<file path="config.mk">
export PLATFORM = sky130hd
export DESIGN_NAME = adcif_top
export DESIGN_NICKNAME = d
export VERILOG_FILES = /design/src/rtl/adcif_pkg.sv /design/src/rtl/adcif_stream_if.sv /design/src/rtl/adcif_top.sv /design/src/rtl/adcif_fifo.sv
export SDC_FILE = /design/constraint.sdc
export NUM_CORES = 1
export LEC_CHECK = 0
export ABC_AREA = 1
export BUFFER_PORTS_ARGS = -buffer_cell sky130_fd_sc_hd__buf_2
export CAP_MARGIN = 30
export CORE_MARGIN = 2
export CORE_UTILIZATION = 55
export CTS_CLUSTER_SIZE = 40
export DETAILED_ROUTE_END_ITERATION = 7
export PLACE_DENSITY = 0.7
export SKIP_LAST_GASP = 1
export SLEW_MARGIN = 10
export SYNTH_ARGS = -nofsm -noshare
export SYNTH_HDL_FRONTEND = slang
export SYNTH_SLANG_ARGS = --single-unit
export TNS_END_PERCENT = 10
</file>
<file path="constraint.sdc">
create_clock -name i_clock -period 2.9 [get_ports i_clock]
set_clock_uncertainty 0.1 [all_clocks]
set_input_delay 0.29 -clock i_clock [delete_from_list [all_inputs] [get_ports i_clock]]
set_output_delay 0.29 -clock i_clock [all_outputs]
set_load 0.005 [all_outputs]
</file>
<file path="src/rtl/adcif_pkg.sv">
/*
  Shared constants of the converter control and result output block.
  Assumes nothing of its surroundings; imported by every design file but the stream interface.
*/
package adcif_pkg;
  // result and serial frame layout
  localparam int RESULT_W   = 12;
  localparam int FRAME_W    = 16;
  localparam int LEAD_ZEROS = FRAME_W - RESULT_W;
  localparam int BYTE_W     = 8;
  localparam int NIBBLE_W   = RESULT_W - BYTE_W;
  localparam int FIFO_DEPTH = 16;
  // converter clock rising edges that one conversion lasts (strobe lead-in plus frame)
  localparam int CONV_TICKS = 19;
  // frame strobe must fall within this many converter clocks of the start
  localparam int STROBE_MAX_CLOCKS = 3;
  // format/clock select level, as two digital flags
  localparam logic [1:0] FMT_SERIAL_GATED = 2'h0;
  localparam logic [1:0] FMT_SERIAL_CONT  = 2'h1;
  localparam logic [1:0] FMT_PARALLEL     = 2'h2;
  // positions in the synchronised input vector
  localparam int SYNC_W      = 8;
  localparam int IX_CLK      = 0;
  localparam int IX_CONVERSION_STROBE_N_N = 1;
  localparam int IX_CS_N     = 2;
  localparam int IX_RD_N     = 3;
  localparam int IX_UBS      = 4;
  localparam int IX_FMT0     = 5;
  localparam int IX_FMT1     = 6;
  localparam int IX_SELMODE  = 7;
  // reset values
  localparam logic [RESULT_W-1:0] RESULT_RST = 12'h000;
  localparam logic [SYNC_W-1:0]   SYNC_RST   = 8'h0E;
endpackage

</file>
<file path="src/rtl/adcif_stream_if.sv">
/*
  Valid/ready word stream between the conversion logic and the frame buffer.
  Assumes both ends run on the same clock.
*/
`timescale 1ns/100ps
interface adcif_stream_if #(parameter int WIDTH = 12);
  logic             valid;
  logic             ready;
  logic [WIDTH-1:0] data;
  modport source (output valid, output data, input ready);
  modport sink   (input valid, input data, output ready);
endinterface

</file>
<file path="src/rtl/adcif_top.sv">
/*
  Conversion control, parallel/byte read port and framed serial output of a
  12-bit sampling converter.
  Assumes every control pin and the converter clock are asynchronous and are
  synchronised here; i_sample_code is held stable by the analog side while
  the track/hold output is high.
*/
// What this block does
// - serial word: four zeros, then result MSB first
// - data changes on clock rise, valid on fall
// - strobe low within three clocks of start
// - serial clock, data, strobe are open-drain
// - serial clock derived from converter clock
// - continuous or per-word gated serial clock
// - strobe rising edge starts conversion, holds sample
// - strobe ignored while chip select is low
// - strobe mode: status is active-low interrupt
// - first read clears the interrupt
// - read latches disabled during conversion
// - optional power-up conversion leaves interrupt low
// - parallel format: one 12-bit read, no serial
// - strobe-mode byte read picks byte by select
// - select falling with byte select low starts
// - select mode: status is active-low busy
// - low byte read stalls until conversion ends
// - serial behaviour same in both modes
// - high byte right-justified, zeros above it
// - high select gives parallel, low gives serial/byte
// - track/hold returns to tracking at end
`timescale 1ns/100ps
module adcif_top
  import adcif_pkg::*;
#(
  parameter int           CONVERT_TICKS = CONV_TICKS, // converter clocks per conversion
  parameter bit           POWERUP_CONV  = 1'b1        // run one conversion after reset
) (
  input  wire logic                i_clock,             // 100 MHz block clock
  input  wire logic                i_resetn,            // async reset, active low
  input  wire logic                i_conv_clock,        // converter clock, asynchronous
  input  wire logic                i_conversion_strobe_n, // start strobe, active low
  input  wire logic                i_cs_n,              // chip select, active low
  input  wire logic                i_rd_n,              // read strobe, active low
  input  wire logic                i_upper_byte_select, // byte select, high picks upper
  input  wire logic [1:0]          i_format_select,     // format/clock select level
  input  wire logic                i_select_started,    // 1: chip-select start mode
  input  wire logic [RESULT_W-1:0] i_sample_code,       // code from the analog side
  output logic [RESULT_W-1:0]      o_data,              // read data pins
  output logic [RESULT_W-1:0]      o_data_oe,           // per-pin drive enable
  output logic                     o_status_n,          // interrupt or busy, active low
  output logic                     o_hold,              // track/hold in hold
  output logic                     o_serial_clock_oe,   // open-drain pull low
  output logic                     o_serial_data_out_oe, // open-drain pull low
  output logic                     o_serial_frame_strobe_n_oe // open-drain pull low
);
  typedef enum logic [1:0] {CV_IDLE = 2'b01, CV_RUN = 2'b10} adcif_conv_e;
  typedef enum logic [2:0] {SR_IDLE = 3'b001, SR_ARM = 3'b010, SR_SHIFT = 3'b100} adcif_ser_e;

  adcif_stream_if #(.WIDTH(RESULT_W)) push_if ();
  adcif_stream_if #(.WIDTH(RESULT_W)) pop_if ();

  adcif_fifo #(.WIDTH(RESULT_W), .DEPTH(FIFO_DEPTH)) u_fifo (
    .i_clock  (i_clock),
    .i_resetn (i_resetn),
    .push     (push_if.sink),
    .pop      (pop_if.source)
  );

  logic [SYNC_W-1:0] sync1;
  logic [SYNC_W-1:0] sync2;
  logic [SYNC_W-1:0] last;
  logic [SYNC_W-1:0] raw_in;

  // two flops per pin; only sync2 and its delayed copy are looked at
  assign raw_in = {i_select_started, i_format_select, i_upper_byte_select,
                   i_rd_n, i_cs_n, i_conversion_strobe_n, i_conv_clock};

  always_ff @(posedge i_clock or negedge i_resetn) begin
    if (!i_resetn) begin
      sync1 <= SYNC_RST;
      sync2 <= SYNC_RST;
      last  <= SYNC_RST;
    end else begin
      sync1 <= raw_in;
      sync2 <= sync1;
      last  <= sync2;
    end
  end

  logic       clk_rise;
  logic       sel_mode;
  logic [1:0] fmt;
  logic       fmt_serial;
  logic       read_active;
  logic       read_fall;
  logic       conversion_strobe_n_rise;
  logic       cs_fall;

  assign clk_rise    = sync2[IX_CLK] & ~last[IX_CLK];
  assign sel_mode    = sync2[IX_SELMODE];
  assign fmt         = {sync2[IX_FMT1], sync2[IX_FMT0]};
  assign fmt_serial  = (fmt != FMT_PARALLEL);
  assign read_active = ~sync2[IX_CS_N] & ~sync2[IX_RD_N];
  assign read_fall   = read_active & ~(~last[IX_CS_N] & ~last[IX_RD_N]);
  assign conversion_strobe_n_rise = sync2[IX_CONVERSION_STROBE_N_N] & ~last[IX_CONVERSION_STROBE_N_N];
  assign cs_fall     = ~sync2[IX_CS_N] & last[IX_CS_N];

  adcif_conv_e         conv_state;
  adcif_conv_e         next_conv_state;
  logic [5:0]          tick_cnt;
  logic [5:0]          next_tick_cnt;
  logic [RESULT_W-1:0] result;
  logic [RESULT_W-1:0] next_result;
  logic                next_status_n;
  logic                next_hold;
  logic                pwrup;
  logic                next_pwrup;
  logic [1:0]          settled;
  logic [1:0]          next_settled;
  logic                push_valid;
  logic                next_push_valid;
  logic                start_req;
  logic                start;
  logic                conv_done;

  // strobe rising edge starts in strobe mode
  // chip select low blocks the strobe start
  // select falling with byte select low starts
  // power-up start waits until sync2 holds real pin levels, not the reset
  // pattern, so the format seen at that start is the one on the pins
  assign start_req = (pwrup & settled[1])
                   | (~sel_mode & conversion_strobe_n_rise & sync2[IX_CS_N])
                   | (sel_mode & cs_fall & ~sync2[IX_UBS] & ~sync2[IX_CONVERSION_STROBE_N_N]);
  // a full buffer refuses a serial conversion rather than dropping its word
  assign start     = (conv_state == CV_IDLE) & start_req & (~fmt_serial | push_if.ready);
  assign conv_done = (conv_state == CV_RUN) & clk_rise
                   & (tick_cnt == 6'(CONVERT_TICKS - 1));

  assign push_if.valid = push_valid;
  assign push_if.data  = result;

  // conversion sequencing and status pin
  always_comb begin
    next_conv_state = conv_state;
    next_tick_cnt   = tick_cnt;
    next_result     = result;
    next_status_n   = o_status_n;
    next_hold       = o_hold;
    next_pwrup      = pwrup & ~start;
    next_settled    = {settled[0], 1'b1};
    next_push_valid = 1'b0;
    unique case (conv_state)
      CV_IDLE: begin
        if (start) begin
          next_conv_state = CV_RUN;
          next_tick_cnt   = '0;
          next_hold       = 1'b1;
          next_result     = i_sample_code;
          // no serial word in parallel format
          next_push_valid = fmt_serial;
          if (sel_mode) begin
            next_status_n = 1'b0;
          end
        end
      end
      CV_RUN: begin
        if (clk_rise) begin
          next_tick_cnt = tick_cnt + 6'h01;
        end
        if (conv_done) begin
          next_conv_state = CV_IDLE;
          // back to tracking at the end
          next_hold       = 1'b0;
          // interrupt falls at end; busy rises
          // power-up conversion ends with interrupt low
          next_status_n   = sel_mode;
        end
      end
    endcase
    // first read clears interrupt; an end in the same cycle wins
    if (~sel_mode & read_fall & ~conv_done & (conv_state == CV_IDLE)) begin
      next_status_n = 1'b1;
    end
  end

  always_ff @(posedge i_clock or negedge i_resetn) begin
    if (!i_resetn) begin
      conv_state <= CV_IDLE;
      tick_cnt   <= 6'h00;
      result     <= RESULT_RST;
      o_status_n <= 1'b1;
      o_hold     <= 1'b0;
      pwrup      <= POWERUP_CONV;
      settled    <= 2'h0;
      push_valid <= 1'b0;
    end else begin
      conv_state <= next_conv_state;
      tick_cnt   <= next_tick_cnt;
      result     <= next_result;
      o_status_n <= next_status_n;
      o_hold     <= next_hold;
      pwrup      <= next_pwrup;
      settled    <= next_settled;
      push_valid <= next_push_valid;
    end
  end

  logic [RESULT_W-1:0] next_data;
  logic [RESULT_W-1:0] next_data_oe;

  // read port: latches dead while converting, so a select-mode read just waits
  always_comb begin
    next_data    = '0;
    next_data_oe = '0;
    // drive only while select and read low
    // select-mode low byte read stalls until the end
    if (read_active & (conv_state == CV_IDLE) & ~start) begin
      if (!fmt_serial) begin
        next_data    = result;
        next_data_oe = '1;
      end else begin
        // byte chosen by upper byte select
        next_data[BYTE_W-1:0]    = sync2[IX_UBS]
                                 ? {{(BYTE_W-NIBBLE_W){1'b0}}, result[RESULT_W-1:BYTE_W]}
                                 : result[BYTE_W-1:0];
        next_data_oe[BYTE_W-1:0] = '1;
      end
    end
  end

  always_ff @(posedge i_clock or negedge i_resetn) begin
    if (!i_resetn) begin
      o_data    <= RESULT_RST;
      o_data_oe <= RESULT_RST;
    end else begin
      o_data    <= next_data;
      o_data_oe <= next_data_oe;
    end
  end

  adcif_ser_e         ser_state;
  adcif_ser_e         next_ser_state;
  logic [FRAME_W-1:0] shreg;
  logic [FRAME_W-1:0] next_shreg;
  logic [4:0]         bit_cnt;
  logic [4:0]         next_bit_cnt;
  logic               next_sclk_oe;
  logic               next_serial_data_out_oe;
  logic               next_strobe_oe;
  logic               pop_ready;

  assign pop_if.ready = pop_ready;

  // serial framer; runs the same whichever start mode is chosen
  // one framer for both modes
  always_comb begin
    next_ser_state = ser_state;
    next_shreg     = shreg;
    next_bit_cnt   = bit_cnt;
    next_serial_data_out_oe  = o_serial_data_out_oe;
    next_strobe_oe = o_serial_frame_strobe_n_oe;
    pop_ready      = 1'b0;
    unique case (ser_state)
      SR_IDLE: begin
        if (pop_if.valid) begin
          pop_ready      = 1'b1;
          // four zeros then result, MSB first
          next_shreg     = {{LEAD_ZEROS{1'b0}}, pop_if.data};
          next_ser_state = SR_ARM;
        end
      end
      SR_ARM: begin
        // strobe falls at the first converter clock rise
        if (clk_rise) begin
          next_strobe_oe = 1'b1;
          next_serial_data_out_oe  = ~shreg[FRAME_W-1];
          next_bit_cnt   = 5'h00;
          next_ser_state = SR_SHIFT;
        end
      end
      SR_SHIFT: begin
        // next bit on each rise, sampled on the fall
        if (clk_rise) begin
          if (bit_cnt == 5'(FRAME_W - 1)) begin
            next_strobe_oe = 1'b0;
            next_serial_data_out_oe  = 1'b0;
            next_ser_state = SR_IDLE;
          end else begin
            next_shreg    = {shreg[FRAME_W-2:0], 1'b0};
            next_serial_data_out_oe = ~shreg[FRAME_W-2];
            next_bit_cnt  = bit_cnt + 5'h01;
          end
        end
      end
      default: begin
        next_ser_state = SR_IDLE;
      end
    endcase
    // serial clock follows the converter clock
    // continuous level runs free, gated level only in frame
    // parallel format never toggles the serial clock
    next_sclk_oe = ~sync2[IX_CLK]
                 & ((fmt == FMT_SERIAL_CONT) | (next_ser_state == SR_SHIFT));
  end

  // open-drain pins only ever pull low via their enables
  always_ff @(posedge i_clock or negedge i_resetn) begin
    if (!i_resetn) begin
      ser_state                  <= SR_IDLE;
      shreg                      <= '0;
      bit_cnt                    <= 5'h00;
      o_serial_clock_oe          <= 1'b0;
      o_serial_data_out_oe       <= 1'b0;
      o_serial_frame_strobe_n_oe <= 1'b0;
    end else begin
      ser_state                  <= next_ser_state;
      shreg                      <= next_shreg;
      bit_cnt                    <= next_bit_cnt;
      o_serial_clock_oe          <= next_sclk_oe;
      o_serial_data_out_oe       <= next_serial_data_out_oe;
      o_serial_frame_strobe_n_oe <= next_strobe_oe;
    end
  end
endmodule

</file>
<file path="src/rtl/adcif_fifo.sv">
/*
  Flip-flop FIFO with valid/ready on both sides, depth and width as parameters.
  Assumes one clock and an active-low asynchronous reset.
*/
`timescale 1ns/100ps
module adcif_fifo
  import adcif_pkg::*;
#(
  parameter int WIDTH = RESULT_W,
  parameter int DEPTH = FIFO_DEPTH
) (
  input  wire logic     i_clock,   // block clock
  input  wire logic     i_resetn,  // async reset, active low
  adcif_stream_if.sink   push,     // filling side
  adcif_stream_if.source pop       // draining side
);
  localparam int AW = $clog2(DEPTH);

  logic [WIDTH-1:0] mem [DEPTH];
  logic [AW:0]      wr_ptr;
  logic [AW:0]      rd_ptr;
  logic [AW:0]      next_wr_ptr;
  logic [AW:0]      next_rd_ptr;
  logic             full;
  logic             empty;
  logic             do_push;
  logic             do_pop;

  // extra pointer bit tells full from empty without a counter
  assign full       = (wr_ptr[AW] != rd_ptr[AW]) && (wr_ptr[AW-1:0] == rd_ptr[AW-1:0]);
  assign empty      = (wr_ptr == rd_ptr);
  assign push.ready = ~full;
  assign pop.valid  = ~empty;
  assign pop.data   = mem[rd_ptr[AW-1:0]];
  assign do_push    = push.valid & ~full;
  assign do_pop     = pop.ready & ~empty;

  // pointer advance
  always_comb begin
    next_wr_ptr = do_push ? wr_ptr + 1'b1 : wr_ptr;
    next_rd_ptr = do_pop ? rd_ptr + 1'b1 : rd_ptr;
  end

  always_ff @(posedge i_clock or negedge i_resetn) begin
    if (!i_resetn) begin
      wr_ptr <= '0;
      rd_ptr <= '0;
    end else begin
      wr_ptr <= next_wr_ptr;
      rd_ptr <= next_rd_ptr;
    end
  end

  // storage carries no reset; only written words are ever read
  always_ff @(posedge i_clock) begin
    if (do_push) begin
      mem[wr_ptr[AW-1:0]] <= push.data;
    end
  end
endmodule

</file>
==> results.md <==
- Status: finished, final reports clean
- Syn_area_per_cell: between 10 and 15 sq um
- Final Cell Area: roughly 0.014 sq mm
- Pwr Total: between 8 and 9 mW
- Depth of the CTS H-tree: 1
- Number of port buffers: 50
- Initial antenna violation count: 0
- Post-layout nets: 1163
- DR vias: 7755
- Gate Count Post-Synth: between 1000 and 1500
- Clock sinks: approximately 290
- Grt total ovfl: 0
- Syn Nets: 1085
- Fraction of layout cells with a size suffix above 1: between 15 and 20%
- Dpl cell area: 0.0123 sq mm
- Largest net degree at the start of global routing: 110
- Clk pwr share: between 40% and 50%
- Post-Route WL: ~26000 um
- CTS Buffer Depth: 3
- Post-synth EDFFs: ~190
- Mapped Area: about 0.012 sq mm
- Top delay family on crit path: simple AND/OR/NAND/NOR gates
- WP buf/inv: 3
- Critical Path Start Type: register
- Slew @ Worst Pin: 0.927 ns
- PostCTS Resize Cnt: 0
- Slowest Stage Delay on Critical Path: ~0.4 ns
- Via/cell ratio: ~5.4
- First-pass iteration count of the detailed router: 5
- Post-route ant nets: 0
- Max Cap Violations: 0
- Unrepaired setup endpoints after global routing: false
- Slew headroom: 38.2%
- Die height: 150 um
- Core area: between 0.02 and 0.025 sq mm
- DRC Markers: 0
- Fin. max-slew vios: 0
- CP Cell Sequence: inv_1, nand2_1, nand2_1, nor2_2, and2_4, nand2_1, nand2_1, inv_2, nand2_1, nor2_1, buf_4
- Internal: 6.74 mW
- CTS Buf Count: 29
- Worst vdd ir: about 0.53 mV
- Combinational fraction of design power: between 2 and 2.5%
- Crit end category: register
- HP Class: input port to asynchronous set/reset pin
- Vias in the first global route: ~7400
- Worst-Skew Late Latency: 0.56 ns
- Slowest-stage cell, CP: dfrtp_1
- #FFs+latches synth: about 290
- CTS clk-pin slew, worst paths: ~0.060 ns
- Maximum clock frequency: 0.414 GHz
- Crit path max fanout: 14
- Period utilisation layout: approximately 83%
- First-pass GRT wire length: around 41000 um
- Sequential fraction of the synthesis area: 69.5%
- Full die area: between 0.02 and 0.025 sq mm
- Initial DRC count: around 790
- Tot GR Track Use: between 20% and 30%
- Synth cell types: 39
- Critical path arrival: about 2.6 ns
- Most used DFF post-synth: edfxtp_1
- Power Density: 625 mW/mm^2
- Post-layout min period: 2.42 ns
- Net Sw Power: 1.70 mW
- Wirelength per Cell: around 18 um
- Number of setup buffers added after CTS: 0
- Sequential Power Share: 52.8%
- Leak: 6.10 nW
- Yosys warning count: 0
- TritonCTS clock tree: done
- CP Data Required Time: about 3.0 ns
- Utilization after layout: 64.3%
- Asr flop ratio synth: approximately 33%
- Final HPWL DP: 16500 um
- Hold Slack: about 0.23 ns
- Fin Setup TNS: 0 ns
- Most frequent CP cell: nand2_1
- RePlAce Congestion: 0.904
- Antenna diodes: 0
- Switching share of power: 20.1%
- Final setup viols: 0
- Reg2reg setup slack: 0.48 ns
- Die width: between 150 and 200 um
- Rows: 53
- Crit Path Class: register to register
- Area added between synthesis and finish: 14.7%
- Final Hold Viols: 0
- Root Driver: clkbuf_16
- # IOs: 51
- Initial Utilization: 56.0%
[area by class of cell]
class	count	area, sq um
repair buffers	100	693
flip-flops and latches	288	8190
clock buffers	39	816
inverters	59	224
fillers	1622	7510
clock inverters	15	171
multi-input cells	654	3070
well taps	275	344
[state kept, by name, summed over array words and instances, names as in the netlist]
signal,cells
push_if.data,12
u_fifo.rd_ptr,5
o_data_oe,2
o_serial_data_out_oe,1
o_serial_frame_strobe_n_oe,1
last,4
bit_cnt,5
sync2,8
u_fifo.wr_ptr,5
sync1,8
pwrup,1
tick_cnt,6
settled,2
o_serial_clock_oe,1
conv_state,1
shreg,16
o_data,12
o_status_n,1
o_hold,1
u_fifo.mem,192
ser_state,3
push_if.valid,1
[power groups by stage]
stage | combinational (mW) | clock, mW | sequential (mW)
after floorplan | 0.100 | 0 | 4.53
after global placement | 0.167 | 0 | 4.54
after detailed placement | 0.172 | 0 | 4.54
after CTS | 0.194 | 3.83 | 4.46
after global routing | 0.220 | 3.99 | 4.47
final | 0.190 | 3.79 | 4.46
[cells in the mapped netlist (2+ instances only)]
| cell type | number | share of area [%] |
|---|---|---|
| nor2_1 | 195 | 6.2 |
| edfxtp_1 | 192 | 49 |
| nand2_1 | 185 | 5.9 |
| o21ai_0 | 101 | 4.3 |
| dfrtp_1 | 83 | 18 |
| inv_1 | 52 | 1.7 |
| nand3_1 | 51 | 2.2 |
| o211ai_1 | 25 | 1.6 |
| or2_2 | 23 | 1.2 |
| buf_2 | 20 | 0.85 |
| clkbuf_1 | 18 | 0.57 |
| a21oi_1 | 13 | 0.55 |
| dfstp_2 | 13 | 2.9 |
| buf_4 | 12 | 0.77 |
| xor2_1 | 11 | 0.82 |
| o21ai_1 | 10 | 0.43 |
| ha_1 | 9 | 0.96 |
| inv_2 | 6 | 0.19 |
| nand2_2 | 5 | 0.27 |
| o22ai_1 | 5 | 0.27 |
| nand2_4 | 3 | 0.29 |
| nand4_1 | 3 | 0.16 |
| buf_6 | 2 | 0.19 |
| nor2_2 | 2 | 0.11 |
[per-layer routing]
metal	vias to the layer above	part of all wire, %	wire [um]	track usage, %
met4	0	3.6	965	9.10
met2	272	47	12500	38.2
met5	-	0	0	0
met1	3711	43	11300	34.7
met3	68	6.4	1700	2.97
li1	3704	-	-	-
[metrics by stage]
stage               std cells  worst slack, ns
floorplan                1054            0.620
global placement         1355            0.617
CTS                      1430            0.536
detailed placement       1355            0.555
finish                   1430            0.484
global route             1430            0.360
[cells by family after synthesis]
family | count (synthesis) | share of synthesized area, %
adders and majority gates | 9 | 0.956
buffers and inverters | 112 | 4.41
other | 1 | 0.0318
xor gates and xnor gates | 11 | 0.818
AOI/OAI and AO/OA | 160 | 7.53
and+or+nand+nor | 473 | 16.7
DFF | 288 | 69.5
[worst register-to-register path: stages (launching register included)]
cell,delay (ns)
dfrtp_1,0.41
inv_1,0.29
nand2_1,0.09
nand2_1,0.10
nor2_2,0.04
and2_4,0.14
nand2_1,0.05
nand2_1,0.12
inv_2,0.14
nand2_1,0.22
nor2_1,0.18
buf_4,0.22
[cell usage in the layout (no fill, tap or decap), types with 2 or more instances in the layout]
cell,count
nor2_1,195
edfxtp_1,192
nand2_1,185
o21ai_0,101
dfrtp_1,81
inv_1,52
nand3_1,51
buf_2,49
clkbuf_16,29
buf_4,29
o211ai_1,25
or2_2,23
dlygate4sd3_1,21
a21oi_1,13
dfstp_2,13
xor2_1,11
o21ai_1,10
ha_1,9
inv_2,6
nand2_2,5
o22ai_1,5
clkbuf_8,5
nand2_4,3
nand4_1,3
bufinv_16,3
clkinv_4,3
clkinv_2,3
clkbuf_1,3
nor2_2,2
inv_6,2
clkbuf_2,2
clkinv_1,2
clkinvlp_4,2
dfrtp_2,2
[what timing repair did]
item	CTS	global route
hold buffers	21	0
endpoints found under the hold margin	65	0
endpoints found under the setup margin	0	0
[worst paths after layout]
kind | startpoint | end | depth (start not counted)
worst max-delay path | u_fifo.rd_ptr[3]$_DFFE_PN0P_ | u_fifo.mem[8][5]$_DFFE_PP_ | 11
worst min-delay path | i_resetn | bit_cnt[0]$_DFFE_PN0P_ | 2
worst max register to register | u_fifo.rd_ptr[3]$_DFFE_PN0P_ | u_fifo.mem[8][5]$_DFFE_PP_ | 11
worst min register to register | sync1[7]$_DFF_PN0_ | sync2[7]$_DFF_PN0_ | 0
max in group asynchronous | i_resetn | sync2[3]$_DFF_PN1_ | 3
min in group i_clock | sync1[7]$_DFF_PN0_ | sync2[7]$_DFF_PN0_ | 0
No activity file was read; power rests on OpenSTA's default activity.
